### config.mk
export PLATFORM = sky130hd
export DESIGN_NAME = scsiin_ctrl
export DESIGN_NICKNAME = d
export VERILOG_FILES = /design/src/common/scsiin_pkg.sv /design/src/scsiin_ctrl.sv
export SDC_FILE = /design/constraint.sdc
export NUM_CORES = 1
export LEC_CHECK = 0
export BUFFER_PORTS_ARGS = -buffer_cell sky130_fd_sc_hd__buf_2
export CORE_AREA = 2 2 117 85
export CTS_BUF_LIST = sky130_fd_sc_hd__clkbuf_8
export DETAILED_ROUTE_END_ITERATION = 16
export DIE_AREA = 0 0 119 87
export PLACE_DENSITY = 0.82
export SLEW_MARGIN = 20
export SYNTH_ARGS = -nofsm -noshare
export SYNTH_HDL_FRONTEND = slang
export SYNTH_SLANG_ARGS = --single-unit
### constraint.sdc
create_clock -name i_clk_sys -period 6.51 [get_ports i_clk_sys]
set_input_delay 0.9765 -clock i_clk_sys [delete_from_list [all_inputs] [get_ports i_clk_sys]]
set_output_delay 0.9765 -clock i_clk_sys [all_outputs]
set_load 0.02 [all_outputs]
### src/common/scsiin_pkg.sv
// scsi initiator package: bus pin groups, phase codes and timing constants
// assumes a single 100 mhz system clock
package scsiin_pkg;

  localparam int unsigned CLK_PERIOD_NS = 10;
  localparam int unsigned RST_PULSE_NS  = 800;
  // least time rounds up to whole cycles
  localparam int unsigned RST_PULSE_CYC =
    (RST_PULSE_NS + CLK_PERIOD_NS - 1) / CLK_PERIOD_NS;
  localparam int unsigned ARB_DELAY_NS  = 2400;
  localparam int unsigned ARB_DELAY_CYC =
    (ARB_DELAY_NS + CLK_PERIOD_NS - 1) / CLK_PERIOD_NS;
  localparam int unsigned SEL_TMO_CYC   = 25000;
  // own busy release drains through the input synchroniser
  localparam int unsigned BSY_SETTLE_CYC = 8;
  localparam int unsigned DATA_W        = 8;
  localparam int unsigned ID_W          = 3;

  // phase code {msg, cd, io}
  localparam logic [2:0] PH_DATA_OUT = 3'h0;
  localparam logic [2:0] PH_DATA_IN  = 3'h1;
  localparam logic [2:0] PH_COMMAND  = 3'h2;
  localparam logic [2:0] PH_STATUS   = 3'h3;
  localparam logic [2:0] PH_MSG_OUT  = 3'h6;
  localparam logic [2:0] PH_MSG_IN   = 3'h7;
  localparam int unsigned PH_IO_BIT  = 0;

  // control lines sensed on the bus, asserted high inside the logic
  typedef struct packed {
    logic bsy;
    logic sel;
    logic msg;
    logic cd;
    logic io;
    logic req;
    logic rst;
  } scsiin_bus_in_t;

  // data bus and parity byte
  typedef struct packed {
    logic       par;
    logic [7:0] data;
  } scsiin_byte_t;

  typedef enum logic [3:0] {
    ST_IDLE     = 4'h0,
    ST_WAITFREE = 4'h1,
    ST_ARB      = 4'h2,
    ST_SEL      = 4'h3,
    ST_SELWAIT  = 4'h4,
    ST_XFER     = 4'h5,
    ST_ACKHOLD  = 4'h6,
    ST_RELEASE  = 4'h7,
    ST_BUSRST   = 4'h8
  } scsiin_state_t;

endpackage

### src/scsiin_ctrl.sv
// scsi initiator controller: arbitrates, selects a target and moves bytes
// assumes bus pins are converted to active-high logic and resolved outside
module scsiin_ctrl #(
  parameter int unsigned       SEL_TMO  = scsiin_pkg::SEL_TMO_CYC,
  parameter logic [2:0]        OWN_ID   = 3'h7,
  parameter bit                SKIP_ARB = 1'b0
) (
  input  wire logic                     i_clk_sys,
  input  wire logic                     i_reset,
  // user side
  input  wire logic                     i_start,
  input  wire logic [2:0]               i_target_id,
  input  wire logic                     i_atn,
  input  wire logic                     i_bus_reset,
  input  wire logic                     i_release,
  input  wire logic [7:0]               i_tx_data,
  output logic                          o_tx_ready,
  output logic [7:0]                    o_rx_data,
  output logic                          o_rx_valid,
  output logic [2:0]                    o_phase,
  output logic                          o_connected,
  output logic                          o_busy,
  output logic                          o_sel_timeout,
  output logic                          o_arb_lost,
  output logic                          o_parity_err,
  // bus side, active high, three signals per two-way pin except rst, which is sensed and driven with no enable
  input  wire scsiin_pkg::scsiin_bus_in_t i_bus,
  input  wire scsiin_pkg::scsiin_byte_t   i_db,
  output scsiin_pkg::scsiin_byte_t        o_db,
  output logic                          o_db_oe_n,
  output logic                          o_bsy,
  output logic                          o_bsy_oe_n,
  output logic                          o_sel,
  output logic                          o_sel_oe_n,
  output logic                          o_ack,
  output logic                          o_atn,
  output logic                          o_rst
);

  // ==========================================================
  // input synchronisers
  localparam int unsigned NIN = $bits(scsiin_pkg::scsiin_bus_in_t) + 9;
  logic [NIN-1:0] raw, s1_r, s2_r, s3_r, flt_r;
  assign raw = {i_bus, i_db};
  genvar g;
  generate
    for (g = 0; g < NIN; g++) begin : g_sync
      always_ff @(posedge i_clk_sys or posedge i_reset) begin
        if (i_reset) begin
          s1_r[g]  <= 1'b0;
          s2_r[g]  <= 1'b0;
          s3_r[g]  <= 1'b0;
          flt_r[g] <= 1'b0;
        end else begin
          s1_r[g] <= raw[g];
          s2_r[g] <= s1_r[g];
          s3_r[g] <= s2_r[g];
          if (s2_r[g] == s3_r[g]) begin
            flt_r[g] <= s3_r[g];
          end
        end
      end
    end
  endgenerate

  scsiin_pkg::scsiin_bus_in_t bus;
  scsiin_pkg::scsiin_byte_t   db;
  assign {bus, db} = flt_r;

  logic bus_free;
  assign bus_free = !bus.bsy && !bus.sel;
  logic [2:0] ph;
  assign ph = {bus.msg, bus.cd, bus.io};
  logic to_init;
  assign to_init = ph[scsiin_pkg::PH_IO_BIT];

  // ==========================================================
  // state machine
  scsiin_pkg::scsiin_state_t st_r;
  logic [15:0] cnt_r;
  logic [7:0]  idmask;
  assign idmask = 8'h01 << OWN_ID;
  logic [2:0]  tgt_r;

  always_ff @(posedge i_clk_sys or posedge i_reset) begin
    if (i_reset) begin
      st_r  <= scsiin_pkg::ST_IDLE;
      cnt_r <= 16'h0000;
      tgt_r <= 3'h0;
    end else begin
      case (st_r)
        scsiin_pkg::ST_IDLE: begin
          cnt_r <= 16'h0000;
          if (i_bus_reset) begin
            st_r <= scsiin_pkg::ST_BUSRST;
          end else if (i_start) begin
            tgt_r <= i_target_id;
            st_r  <= scsiin_pkg::ST_WAITFREE;
          end
        end
        scsiin_pkg::ST_WAITFREE: begin
          // others holding busy keep us out
          if (bus_free) begin
            cnt_r <= 16'h0000;
            st_r  <= SKIP_ARB ? scsiin_pkg::ST_SEL : scsiin_pkg::ST_ARB;
          end
        end
        scsiin_pkg::ST_ARB: begin
          cnt_r <= cnt_r + 16'h0001;
          if (cnt_r >= 16'(scsiin_pkg::ARB_DELAY_CYC)) begin
            cnt_r <= 16'h0000;
            // highest id on the bus wins
            if ((db.data & ~((idmask << 1) - 8'h01)) == 8'h00 && !bus.sel) begin
              st_r <= scsiin_pkg::ST_SEL;
            end else begin
              st_r <= scsiin_pkg::ST_WAITFREE;
            end
          end
        end
        scsiin_pkg::ST_SEL: begin
          cnt_r <= cnt_r + 16'h0001;
          if (cnt_r >= 16'h0004) begin
            cnt_r <= 16'h0000;
            st_r  <= scsiin_pkg::ST_SELWAIT;
          end
        end
        scsiin_pkg::ST_SELWAIT: begin
          cnt_r <= cnt_r + 16'h0001;
          // our own busy is still in the synchroniser for a few cycles
          if (bus.bsy && cnt_r >= 16'(scsiin_pkg::BSY_SETTLE_CYC)) begin
            st_r <= scsiin_pkg::ST_XFER;
          end else if (cnt_r >= 16'(SEL_TMO)) begin
            st_r <= scsiin_pkg::ST_IDLE;
          end
        end
        scsiin_pkg::ST_XFER: begin
          if (i_bus_reset) begin
            cnt_r <= 16'h0000;
            st_r  <= scsiin_pkg::ST_BUSRST;
          end else if (!bus.bsy) begin
            st_r <= scsiin_pkg::ST_IDLE;
          end else if (bus.req && (to_init || !i_release)) begin
            st_r <= scsiin_pkg::ST_ACKHOLD;
          end else if (i_release && !bus.req) begin
            st_r <= scsiin_pkg::ST_RELEASE;
          end
        end
        scsiin_pkg::ST_ACKHOLD: begin
          if (!bus.req) begin
            st_r <= scsiin_pkg::ST_XFER;
          end
        end
        scsiin_pkg::ST_RELEASE: begin
          if (!bus.bsy) begin
            st_r <= scsiin_pkg::ST_IDLE;
          end
        end
        scsiin_pkg::ST_BUSRST: begin
          cnt_r <= cnt_r + 16'h0001;
          if (cnt_r >= 16'(scsiin_pkg::RST_PULSE_CYC)) begin
            st_r <= scsiin_pkg::ST_IDLE;
          end
        end
        default: st_r <= scsiin_pkg::ST_IDLE;
      endcase
    end
  end

  // ==========================================================
  // bus drivers
  logic [7:0] odata;
  logic       ddrv;
  always_comb begin
    odata = 8'h00;
    ddrv  = 1'b0;
    case (st_r)
      scsiin_pkg::ST_ARB: begin
        odata = idmask;
        ddrv  = 1'b1;
      end
      scsiin_pkg::ST_SEL, scsiin_pkg::ST_SELWAIT: begin
        odata = idmask | (8'h01 << tgt_r);
        ddrv  = 1'b1;
      end
      scsiin_pkg::ST_XFER: begin
        // drive only once req is seen, so a turned bus never collides
        odata = i_tx_data;
        ddrv  = !to_init && bus.req;
      end
      scsiin_pkg::ST_ACKHOLD: begin
        odata = i_tx_data;
        ddrv  = !to_init;
      end
      default: begin
        odata = 8'h00;
        ddrv  = 1'b0;
      end
    endcase
  end

  always_ff @(posedge i_clk_sys or posedge i_reset) begin
    if (i_reset) begin
      o_db      <= '0;
      o_db_oe_n <= 1'b1;
      o_bsy     <= 1'b0;
      o_bsy_oe_n <= 1'b1;
      o_sel     <= 1'b0;
      o_sel_oe_n <= 1'b1;
      o_ack     <= 1'b0;
      o_atn     <= 1'b0;
      o_rst     <= 1'b0;
    end else begin
      o_db.data <= odata;
      o_db.par  <= ~^odata;
      o_db_oe_n <= !ddrv;
      // busy in arbitration and selection, released for target reply
      o_bsy      <= (st_r == scsiin_pkg::ST_ARB) || (st_r == scsiin_pkg::ST_SEL);
      o_bsy_oe_n <= !((st_r == scsiin_pkg::ST_ARB) || (st_r == scsiin_pkg::ST_SEL));
      o_sel      <= (st_r == scsiin_pkg::ST_SEL) || (st_r == scsiin_pkg::ST_SELWAIT);
      o_sel_oe_n <= !((st_r == scsiin_pkg::ST_SEL) || (st_r == scsiin_pkg::ST_SELWAIT));
      o_ack      <= (st_r == scsiin_pkg::ST_ACKHOLD) && bus.req;
      o_atn      <= i_atn && (st_r != scsiin_pkg::ST_IDLE);
      o_rst      <= (st_r == scsiin_pkg::ST_BUSRST);
    end
  end

  // ==========================================================
  // user side status
  always_ff @(posedge i_clk_sys or posedge i_reset) begin
    if (i_reset) begin
      o_rx_data     <= 8'h00;
      o_rx_valid    <= 1'b0;
      o_parity_err  <= 1'b0;
      o_sel_timeout <= 1'b0;
      o_arb_lost    <= 1'b0;
      o_phase       <= 3'h0;
    end else begin
      o_rx_valid    <= 1'b0;
      o_parity_err  <= 1'b0;
      o_phase       <= ph;
      o_sel_timeout <= (st_r == scsiin_pkg::ST_SELWAIT) && !bus.bsy &&
                       (cnt_r >= 16'(SEL_TMO));
      o_arb_lost    <= (st_r == scsiin_pkg::ST_ARB) &&
                       (cnt_r >= 16'(scsiin_pkg::ARB_DELAY_CYC)) &&
                       !((db.data & ~((idmask << 1) - 8'h01)) == 8'h00 && !bus.sel);
      if (st_r == scsiin_pkg::ST_XFER && bus.req && to_init) begin
        o_rx_data    <= db.data;
        o_rx_valid   <= 1'b1;
        o_parity_err <= ~^{db.par, db.data};
      end
    end
  end

  assign o_tx_ready  = (st_r == scsiin_pkg::ST_XFER) && bus.req && !to_init;
  assign o_connected = (st_r == scsiin_pkg::ST_XFER) || (st_r == scsiin_pkg::ST_ACKHOLD);
  assign o_busy      = (st_r != scsiin_pkg::ST_IDLE) || !bus_free;
  // rely on the target; phase code is reported as seen
  // bus reset from another party is not acted on
  logic unused_ok;
  assign unused_ok = bus.rst;

endmodule

==> Word level (Yosys, flattened, before mapping) <==
Index checks and enable logic that the tools add are counted.
{ "totals": {"reg_bits": 115, "inputBits": 33, "out_inout_bits": 35} }
{ "op_classes": {"n_addsub": 1, "n_lt_le_gt_ge": 5, "eq_ne": 33, "shift": 1, "n_mux": 25, "n_bitwise": 1, "reduce_logical": 40} }
{ "ops": {"columns": ["cell", "n"], "rows": [
  ["16-bit case mux with 6 select lines", 1],
  ["16-bit two-way mux", 4],
  ["4-bit two-way mux", 14],
  ["4-bit case mux with 9 select lines", 1],
  ["8-bit case mux with 3 select lines", 1],
  ["16-bit by 1-bit adder with 16-bit output (second input constant)", 1],
  ["4-bit by 3-bit == test with 1-bit output (second input constant)", 4],
  ["16-bit by 15-bit >= comparator with 1-bit output (second input constant)", 1],
  ["16-bit by 3-bit >= comparator with 1-bit output (second input constant)", 1],
  ["16-bit by 4-bit >= comparator with 1-bit output (second input constant)", 1],
  ["16-bit by 7-bit >= comparator with 1-bit output (second input constant)", 1],
  ["16-bit by 8-bit >= comparator with 1-bit output (second input constant)", 1],
  ["1-bit == test", 15],
  ["1-bit logical AND", 14],
  ["2-bit != test (second input constant)", 6],
  ["1-bit zero test", 9],
  ["9-bit AND reduction", 1],
  ["9-bit XNOR reduction", 1],
  ["4-bit by 2-bit == test with 1-bit output (second input constant)", 2],
  ["8-bit XNOR reduction", 1],
  ["1-bit by 3-bit left shift with 7-bit output (first input constant)", 1],
  ["3-bit AND reduction", 2],
  ["6-bit nonzero test", 1],
  ["2-bit OR reduction", 3],
  ["other kinds (14)", 19]
]} }

==> Depth between registers and ports, before layout <==
Gate-level depths: netlist (run 1).
{ "logic_depth": {"word_depth": 7, "depth_mapped": 9} }

==> Least setup slack after synthesis (run 1) <==
Ideal clock, no wire load.
{ "synth_timing": {"kind": "input -> register", "from": "input port i_tx_data[7]", "to": "register o_db[8] (netlist bit)", "setup_ps": 134, "arrival_time_ps": 1995, "required_ps": 6376, "setup_slack_ps": 4381, "stages": 5, "n_path_buf": 0, "path_cell_list": "o21ai_0 > a211oi_1 > xor2_1 > xnor2_1 > xnor3_1"} }
{ "synth_between": {"elab_chain_len": 2} }
{ "synth_lines": {"columns": ["element", "line", "text"], "rows": [
  ["start, declared", "scsiin_ctrl.sv:16", "input wire logic [7:0] i_tx_data,"],
  ["8-bit case mux with 3 select lines", "scsiin_ctrl.sv:176", "case (st_r)"],
  ["net odata[7]", "scsiin_ctrl.sv:171", "logic [7:0] odata;"],
  ["8-bit XNOR reduction", "scsiin_ctrl.sv:214", "o_db.par <= ~^odata;"],
  ["end, declared", "scsiin_ctrl.sv:29", "output scsiin_pkg::scsiin_byte_t o_db,"]
]} }
The timed path passes the listed nets, and every way through them passes these cells.
A chain may end at the register's enable or synchronous reset.

==> Worst setup path in the final report (run 1) <==
{ "layout_timing": {"from": "register st_r[2]", "to": "output port o_connected"} }
{ "layout_between": {"elab_chain_len": 2} }
{ "layout_lines": {"columns": ["element", "line", "text"], "rows": [
  ["start, declared", "scsiin_ctrl.sv:79", "scsiin_pkg::scsiin_state_t st_r;"],
  ["start signal, assigned", "scsiin_ctrl.sv:87", "st_r <= scsiin_pkg::ST_IDLE;"],
  ["start signal, assigned", "scsiin_ctrl.sv:95", "st_r <= scsiin_pkg::ST_BUSRST;"],
  ["start signal, assigned", "scsiin_ctrl.sv:98", "st_r <= scsiin_pkg::ST_WAITFREE;"],
  ["4-bit by 3-bit == test with 1-bit output", "scsiin_ctrl.sv:255", "assign o_connected = (st_r == scsiin_pkg::ST_XFER) || (st_r == scsiin_pkg::ST_ACKHOLD);"],
  ["1-bit logical OR *", "scsiin_ctrl.sv:255", null],
  ["end, declared", "scsiin_ctrl.sv:21", "output logic o_connected,"]
]} }
Every way passes the cells marked *; elsewhere a longest branch is shown, timed or not.

==> results of run 1 <==
## logic make-up (layout without fill, tap and decap cells)
logic type               Yosys count  in the layout  share of synthesized area [%]
AO/OA/AOI/OAI                     72             72                          11.32
XOR/XNOR                          14             14                          3.312
adder cells (fa/ha/maj)           17             17                          3.864
buffers and inverters             20            108                          2.373
flip-flops                       115            115                          63.57
multiplexers                      13             13                          3.229
AND/OR/NAND/NOR                  102            102                          12.34
## stage by stage
stage,setup WS (ns),cells,hold slack (ns),area [um2]
finish,3.579,569,0.3471,5381
global route,3.414,569,0.3546,5381
CTS,3.561,569,0.3491,5378
detailed placement,3.656,539,0.3347,4967
global placement,3.761,539,0.3323,4967
floorplan,2.494,353,0.3312,4533
## flip-flops by register name, indices dropped and copies added (netlist names), 3 cells and up
| signal | flops |
|---|---|
| o_rx_data | 8 |
| st_r | 4 |
| s3_r | 15 |
| db | 9 |
| s1_r | 15 |
| o_phase | 3 |
| s2_r | 15 |
| o_db | 9 |
| bus | 5 |
| cnt_r | 16 |
| tgt_r | 3 |
## where the power goes
group	internal, W	switching [W]
clock network	0.000402	0.000269
registers	0.000794	0.0000893
logic	0.000182	0.000263
## layer usage
| metal | vias to the layer above | share of wire, % |
|---|---|---|
| met5 | - | 0 |
| met1 | 1440 | 45 |
| met4 | 0 | 2.5 |
| met2 | 148 | 44 |
| met3 | 20 | 8.0 |
| li1 | 1416 | - |
## cells in the final DEF (no fill, tap or decap), drive strengths merged, types with 3 or more instances in the layout
cell type  instances
nand2             28
mux2              13
inv               13
dfstp              3
o21ai             25
nor2b              5
buf               67
a32o               4
xor2               3
dfrtp            112
nor4               4
xnor2              9
a21o               3
clkbuf            20
nand3              9
nor3               8
or3                5
clkinv             3
and3               5
nor2              19
maj3              15
nand2b             5
o31ai              3
nor3b              3
bufinv             3
a22o               7
nand4              3
a21oi             14
## cell type report
type                    instances  area, um2  share of cell area [%]
clock buffers                  20      275.3                   5.115
clock inverters                10      135.1                   2.511
inverters                      11      43.79                  0.8138
multi-input cells             218       1548                   28.76
flip-flops and latches        115       2882                   53.55
well taps                     128      160.2                   2.976
repair buffers                 67      337.8                   6.278
## worst min-delay path by stage
| stage | slack, ns | start | endpoint |
|---|---|---|---|
| CTS | 0.35 | s1_r[2] | s2_r[2] |
| detailed placement | 0.33 | s1_r[0] | s2_r[0] |
| finish | 0.35 | s1_r[2] | s2_r[2] |
| global placement | 0.33 | s1_r[11] | s2_r[11] |
| global route | 0.35 | s1_r[1] | s2_r[1] |
| floorplan | 0.33 | s1_r[0] | s2_r[0] |
## critical path, cell delays in order (launching register included)
cell and delay (ns):
dfrtp_1 0.73, nand2b_1 0.25, a21oi_4 0.33, buf_2 0.23
==> flow_summary.toml, run 1 <==
[timing]
period_share_pct = 45.03
skew_ns = 0.008278
hold_viol = 0
relSlewSlack_pct = 46.81
maxSlewViolCount = 0
fmax_mhz = 341.2
setup_viol = 0
timing.setup.tns_ns = 0
rsz0062_at_grt = "no"
fin_crit_ns = 2.931
tightest_slew_ns = 0.7978

[floorplan]
die_w_um = 119
core_um2 = 9346
start_util_pct = 48.50
num_io_pins = 68
fp.dieH_um = 87
die-area_um2 = 10350
rows = 30

[synth]
synth_seq_cells = 115
synth_common_cells = "dfrtp_1 (112), nand2_1 (27), o21ai_0 (21)"
yosysTopAreaCell = "dfrtp_1"
ys_async_sr_fraction_pct = 100.0
syn_inst = 353
synth_edf_count = 0
synth_largest_type_area_fraction_pct = 61.83
synthTopCellsByArea = "dfrtp_1 (62%), maj3_1 (3.3%), mux2_2 (3.0%), o21ai_0 (2.3%), nand2_1 (2.2%)"
ys.flop_type = "dfrtp_1"
yosysUniqueCellTypes = 59
yosysWarnings = 0
yosysMostFrequentCell = "dfrtp_1"
avgSynthCellArea_um2 = 12.84
seq_area_frac_synth_pct = 63.57
syn-num-nets = 388
syn-cell-area_um2 = 4533

[layout]
fin_util_pct = 57.58
nets = 465
layout-drive-gt1-share_pct = 27.66
diodes = 0
fillers = 748
area_delta_synth_final_pct = 18.71

[clock_tree]
clk_pin_slew_ns = 0.06
numCtsBuffers = 17
postCtsResizedCells = 0
clock_sinks = 115
tritoncts = "built"
clk_latency_ns = 0.42
postCtsSetupBuffers = 0
hold_buffers = 0
cts_root_buf = "clkbuf_8"
clock_path_buffers = 2
cts.htree.levels = 4

[setup_path]
required_ns = 5.53
cp-startpoint = "st_r[2]"
path_class = "flop to output pin"
r2r_setup_slack_ns = 3.74
r2r.worst_path.cells = 6
worst_setup_path_end_kind = "output pin"
r2r_end = "st_r[0]"
reg2reg_from = "st_r[2]"
cp-endpoint = "o_connected"
critPathMaxFanout = 18
arrival_ns = 1.95
start_kind = "flop"

[global_routing]
met2_usage_pct = 25.86
grt_pass1_wl_um = 14130
grt.busiest_layer = "met2"
met1_usage_pct = 24.69
grtUsageMet3_pct = 5.236
overflow = 0
track_usage_pct = 17.94
antenna_found_initial = 0
grt_pass1_vias = 2859
grt_max_degree = 62

[power_and_ir_drop]
ir_drop_uv = 206.3
p_total_w = 0.002000
p_per_area_nw_per_um2 = 371.7
leakagePower_nw = 2.520

[outcome]
status = "finished, final reports clean"

[detailed_routing]
routed_wl_um = 8386
wire_per_inst_um = 14.74
route.detailed.drc = 0
drt_iter0_drc = 305
drt_pass1_iterations = 5
ant_nets = 0
vias = 3024
vias_per_cell = 5.315

[placement]
hpwl_um = 5728
portBuffers = 66
gp_congestion = 0.8183

[hold_path]
holdPathStages = 0
hp-class = "flop to flop"

[job]
maxCapViolCount = 0
(Power assumes the default switching activity.)
==> run 2: changes to the inputs <==
- clock period: 6.51 -> 2.7 ns (I/O delays scaled with it)
==> flow_summary.toml, run 2 (synthesis results as in run 1) <==
[outcome]
status = "finished, final reports clean"

[setup_path]
crit_slowest_cell = "dfrtp_1"
critical_path_buf_inv_count = 0
r2r_setup_slack_ns = 0.23
start_kind = "flop"
reg2reg_from = "st_r[1]"
path_class = "flop to flop"
cp_cell_sequence = "nand4bb_1, nor3b_1, a31oi_1, nand4_1, or3_1, mux2_1"
r2r_end = "st_r[0]"
critPathMaxFanout = 17
worst_setup_path_end_kind = "flop"
required_ns = 3.01
cpPeakStageDelay_ns = 0.61
cp_top_family = "simple AND/OR/NAND/NOR gates"
arrival_ns = 2.77
r2r.worst_path.cells = 6

[detailed_routing]
drt_pass1_iterations = 5
drt_iter0_drc = 302
ant_nets = 0
routed_wl_um = 9080
vias = 3070
route.detailed.drc = 0
vias_per_cell = 5.311
wire_per_inst_um = 15.71

[timing]
setup_viol = 0
hold_viol = 0
timing.setup.tns_ns = 0
skew_ns = 0.01073
tightest_slew_ns = 0.8207
rsz0062_at_grt = "no"
relSlewSlack_pct = 45.17
period_share_pct = 91.31
maxSlewViolCount = 0
fin_crit_ns = 2.465
fmax_mhz = 405.6

[global_routing]
track_usage_pct = 19.34
overflow = 0
grt_pass1_wl_um = 15060
antenna_found_initial = 0
grt_pass1_vias = 3068
grt_max_degree = 45

[placement]
portBuffers = 66
gp_congestion = 0.8843
hpwl_um = 6110
placed_cell_area_um2 = 5034

[floorplan]
die_w_um = 119
rows = 30
num_io_pins = 68
start_util_pct = 48.50
core_um2 = 9346
fp.dieH_um = 87
die-area_um2 = 10350

[clock_tree]
clock_sinks = 115
tritoncts = "built"
cts.htree.levels = 4
numCtsBuffers = 17
postCtsResizedCells = 0
clk_pin_slew_ns = 0.07
cts_root_buf = "clkbuf_8"
clk_latency_ns = 0.43
postCtsSetupBuffers = 0
hold_buffers = 0
clock_path_buffers = 2

[hold_path]
hp-start = "i_db[5]"
holdPathStages = 1
hold_end = "s1_r[5]"
hp-class = "primary input to flop"

[layout]
area_delta_synth_final_pct = 19.62
largest_reg_flops = 16
stdcell_area_um2 = 5423
layout-drive-gt1-share_pct = 29.11
diodes = 0
top_register = "cnt_r"
final_cell_mix = "dfrtp_1 (110), buf_2 (66), nand2_1 (27)"
final_common_cell = "dfrtp_1"
nets = 472

[power_and_ir_drop]
p_sw_share_pct = 32.46
power.switching_w = 0.001550
ir_drop_uv = 434.3
p_per_area_nw_per_um2 = 880.5
power.share.sequential_pct = 45.0
p_int_w = 0.003225
clock_power_share_pct = 31.4
p_comb_share_pct = 23.6
leakagePower_nw = 2.547

[job]
maxCapViolCount = 0
==> run 2: cell count changes in the layout (fill, tap and decap cells not counted), moves of 2 or more <==
cell,delta
dfrtp_1,-2
dfrtp_2,+2
clkbuf_8,+2
buf_4,+6
bufinv_16,-2
==> run 2: worst register-to-register path: cells and delay by family (launching register included) <==
| family | cells | cell delay, ns |
|---|---|---|
| flip-flops | 1 | 0.61 |
| AND/OR/NAND/NOR | 4 | 1.24 |
| AO/OA/AOI/OAI | 1 | 0.18 |
| multiplexers | 1 | 0.32 |
==> run 2: worst max-delay path by stage <==
stage,from,end,slack (ns),cells past startpoint
finish,st_r[1],st_r[0],0.23,6
global placement,st_r[0],st_r[0],0.40,6
detailed placement,st_r[2],st_r[0],0.25,6
global route,st_r[1],st_r[0],0.13,6
CTS,st_r[2],st_r[0],0.17,6
floorplan,st_r[0],o_db[8],0.69,7
==> run 2: area by class of cell <==
type,instances,area [um2]
Fill cell,737,3924
Timing Repair Buffer,74,402.9
Sequential cell,115,2884
Tap cell,128,160.2
Clock inverter,10,83.83
Inverter,11,45.04
Multi-Input combinational cell,218,1544
Clock buffer,22,302.8
==> run 2: per-layer routing <==
layer | global-route usage [%] | wire [um] | up-vias
li1 | - | - | 1437
met1 | 24.80 | 4056 | 1500
met2 | 29.73 | 4195 | 116
met3 | 6.806 | 599 | 17
met4 | 9.416 | 227 | 0
met5 | 0 | 0 | -
==> run 2: power groups by stage <==
stage          Clock, W  Combinational (W)  Sequential [W]
2_1_floorplan         0           0.000856         0.00214
3_3_place_gp          0            0.00107         0.00214
3_5_place_dp          0            0.00112         0.00216
4_1_cts         0.00153            0.00113         0.00214
5_1_grt         0.00162            0.00124         0.00218
6_report        0.00150            0.00113         0.00215
==> run 2: through the flow <==
step	power, W	cells	util (%)	setup WS, ns	hold slack, ns
2_1_floorplan	0.002996	353	-	0.6858	0.3312
3_3_place_gp	0.003208	546	53.86	0.3969	0.3314
3_5_place_dp	0.003278	546	53.86	0.2516	0.3347
4_1_cts	0.004798	578	57.99	0.1747	0.05394
5_1_grt	0.005032	578	58.02	0.1328	0.05169
6_report	0.004775	578	58.02	0.2346	0.07690
==> run 3: changes to the inputs <==
- CORE_AREA: 2 2 117 85 -> 2 2 94 105
- DIE_AREA: 0 0 119 87 -> 0 0 96 107
==> flow_summary.toml, run 3 (synthesis results as in run 1) <==
[timing]
timing.setup.tns_ns = 0
skew_ns = 0.01068
fin_crit_ns = 2.475
holdWs_ns = 0.08288
period_share_pct = 91.67
maxSlewViolCount = 0
fmax_mhz = 404.0
relSlewSlack_pct = 52.93
hold_viol = 0
tightest_slew_ns = 0.7045
rsz0062_at_grt = "no"
setup_viol = 0

[clock_tree]
postCtsSetupBuffers = 0
cts_root_buf = "clkbuf_8"
clock_path_buffers = 2
clock_sinks = 115
clk_pin_slew_ns = 0.08
cts.htree.levels = 4
numCtsBuffers = 17
clk_latency_ns = 0.42
hold_buffers = 0
tritoncts = "built"
postCtsResizedCells = 0

[layout]
final_common_cell = "dfrtp_1"
area_delta_synth_final_pct = 20.04
diodes = 0
stdcell_count = 568
fillers = 716
largest_reg_flops = 16
layout-drive-gt1-share_pct = 29.27
top_register = "cnt_r"
final_cell_mix = "dfrtp_1 (112), buf_2 (66), nand2_1 (27)"
nets = 473
fin_util_pct = 59.07

[detailed_routing]
routed_wl_um = 8354
drt_iter0_drc = 162
ant_nets = 0
drt_pass1_iterations = 4
route.detailed.drc = 0
vias_per_cell = 5.343
vias = 3035
wire_per_inst_um = 14.71

[floorplan]
num_io_pins = 68
die_w_um = 96
die-area_um2 = 10270
start_util_pct = 49.21
rows = 37
fp.dieH_um = 107
core_um2 = 9213

[global_routing]
grt_pass1_vias = 2973
grt_pass1_wl_um = 13880
grt_max_degree = 50
overflow = 0
track_usage_pct = 17.76
antenna_found_initial = 0

[setup_path]
crit_slowest_cell = "dfrtp_1"
cp_cell_sequence = "nand4bb_1, nor3b_1, a31oi_1, nand4_1, or3_1, mux2_1"
worst_setup_path_end_kind = "flop"
r2r.worst_path.cells = 6
critical_path_buf_inv_count = 0
cp_top_family = "simple AND/OR/NAND/NOR gates"
arrival_ns = 2.78
required_ns = 3.01
critPathMaxFanout = 18
cp.depth = 6
start_kind = "flop"
path_class = "flop to flop"
cpPeakStageDelay_ns = 0.73

[outcome]
status = "finished, final reports clean"

[placement]
portBuffers = 66
hpwl_um = 5841
numPlacedInstances = 536
gp_congestion = 0.8757

[job]
maxCapViolCount = 0

[power_and_ir_drop]
ir_drop_uv = 452.5
p_per_area_nw_per_um2 = 900.8
p_int_w = 0.003321
p_sw_share_pct = 32.25
clock_power_share_pct = 33.5
leakagePower_nw = 2.559
power.share.sequential_pct = 42.8
p_comb_share_pct = 23.7
power.switching_w = 0.001581

[hold_path]
hp-class = "primary input to asynchronous set/reset pin"
[run 3: cell types whose count changed in the layout (fill, tap and decap cells not counted)]
cell and delta:
dfrtp_1 +2, bufinv_16 +2, inv_1 -2, inv_6 +4, clkinv_4 +1, dfrtp_2 -2, buf_4 +1, clkbuf_8 -5
[run 3: area by class of cell]
type | count | area [um2] | area share [%]
Clock inverter | 15 | 180.2 | 3.311
Inverter | 11 | 45.04 | 0.8278
Tap cell | 117 | 146.4 | 2.690
Multi-Input combinational cell | 218 | 1544 | 28.37
Timing Repair Buffer | 75 | 410.4 | 7.542
Sequential cell | 115 | 2882 | 52.95
Clock buffer | 17 | 234.0 | 4.300
[run 3: final timing paths]
check,slack (ns),end,from
worst max-delay path,0.22,st_r[0],st_r[2]
worst min-delay path,0.08,db[7],i_reset
worst max register to register,0.22,st_r[0],st_r[2]
worst min register to register,0.34,s2_r[4],s1_r[4]
max in group asynchronous,1.81,o_phase[1],i_reset
min in group i_clk_sys,0.08,s1_r[6],i_db[6]
[run 3: metal layers]
metal	share of wire (%)	GRT usage (%)	wire length, um
met5	0	0	0
met1	41	22.57	3453
met3	4.7	5.200	393
met4	2.1	7.347	174
met2	52	28.27	4333
[run 3: metrics by stage]
stage	area, um2	power [W]	worst slack [ns]
after floorplan	4537	0.002996	0.6858
after global placement	5027	0.003224	0.4142
final	5441	0.004902	0.2248
after global routing	5441	0.005148	0.03290
after CTS	5441	0.004933	0.2689
after detailed placement	5027	0.003283	0.2911
[run 3: power groups by stage]
| stage | sequential [W] | combinational (W) | clock [W] |
|---|---|---|---|
| final | 0.00210 | 0.00116 | 0.00164 |
| after global routing | 0.00213 | 0.00128 | 0.00174 |
| after detailed placement | 0.00213 | 0.00116 | 0 |
| after global placement | 0.00211 | 0.00111 | 0 |
| after CTS | 0.00210 | 0.00117 | 0.00167 |
| after floorplan | 0.00214 | 0.000856 | 0 |
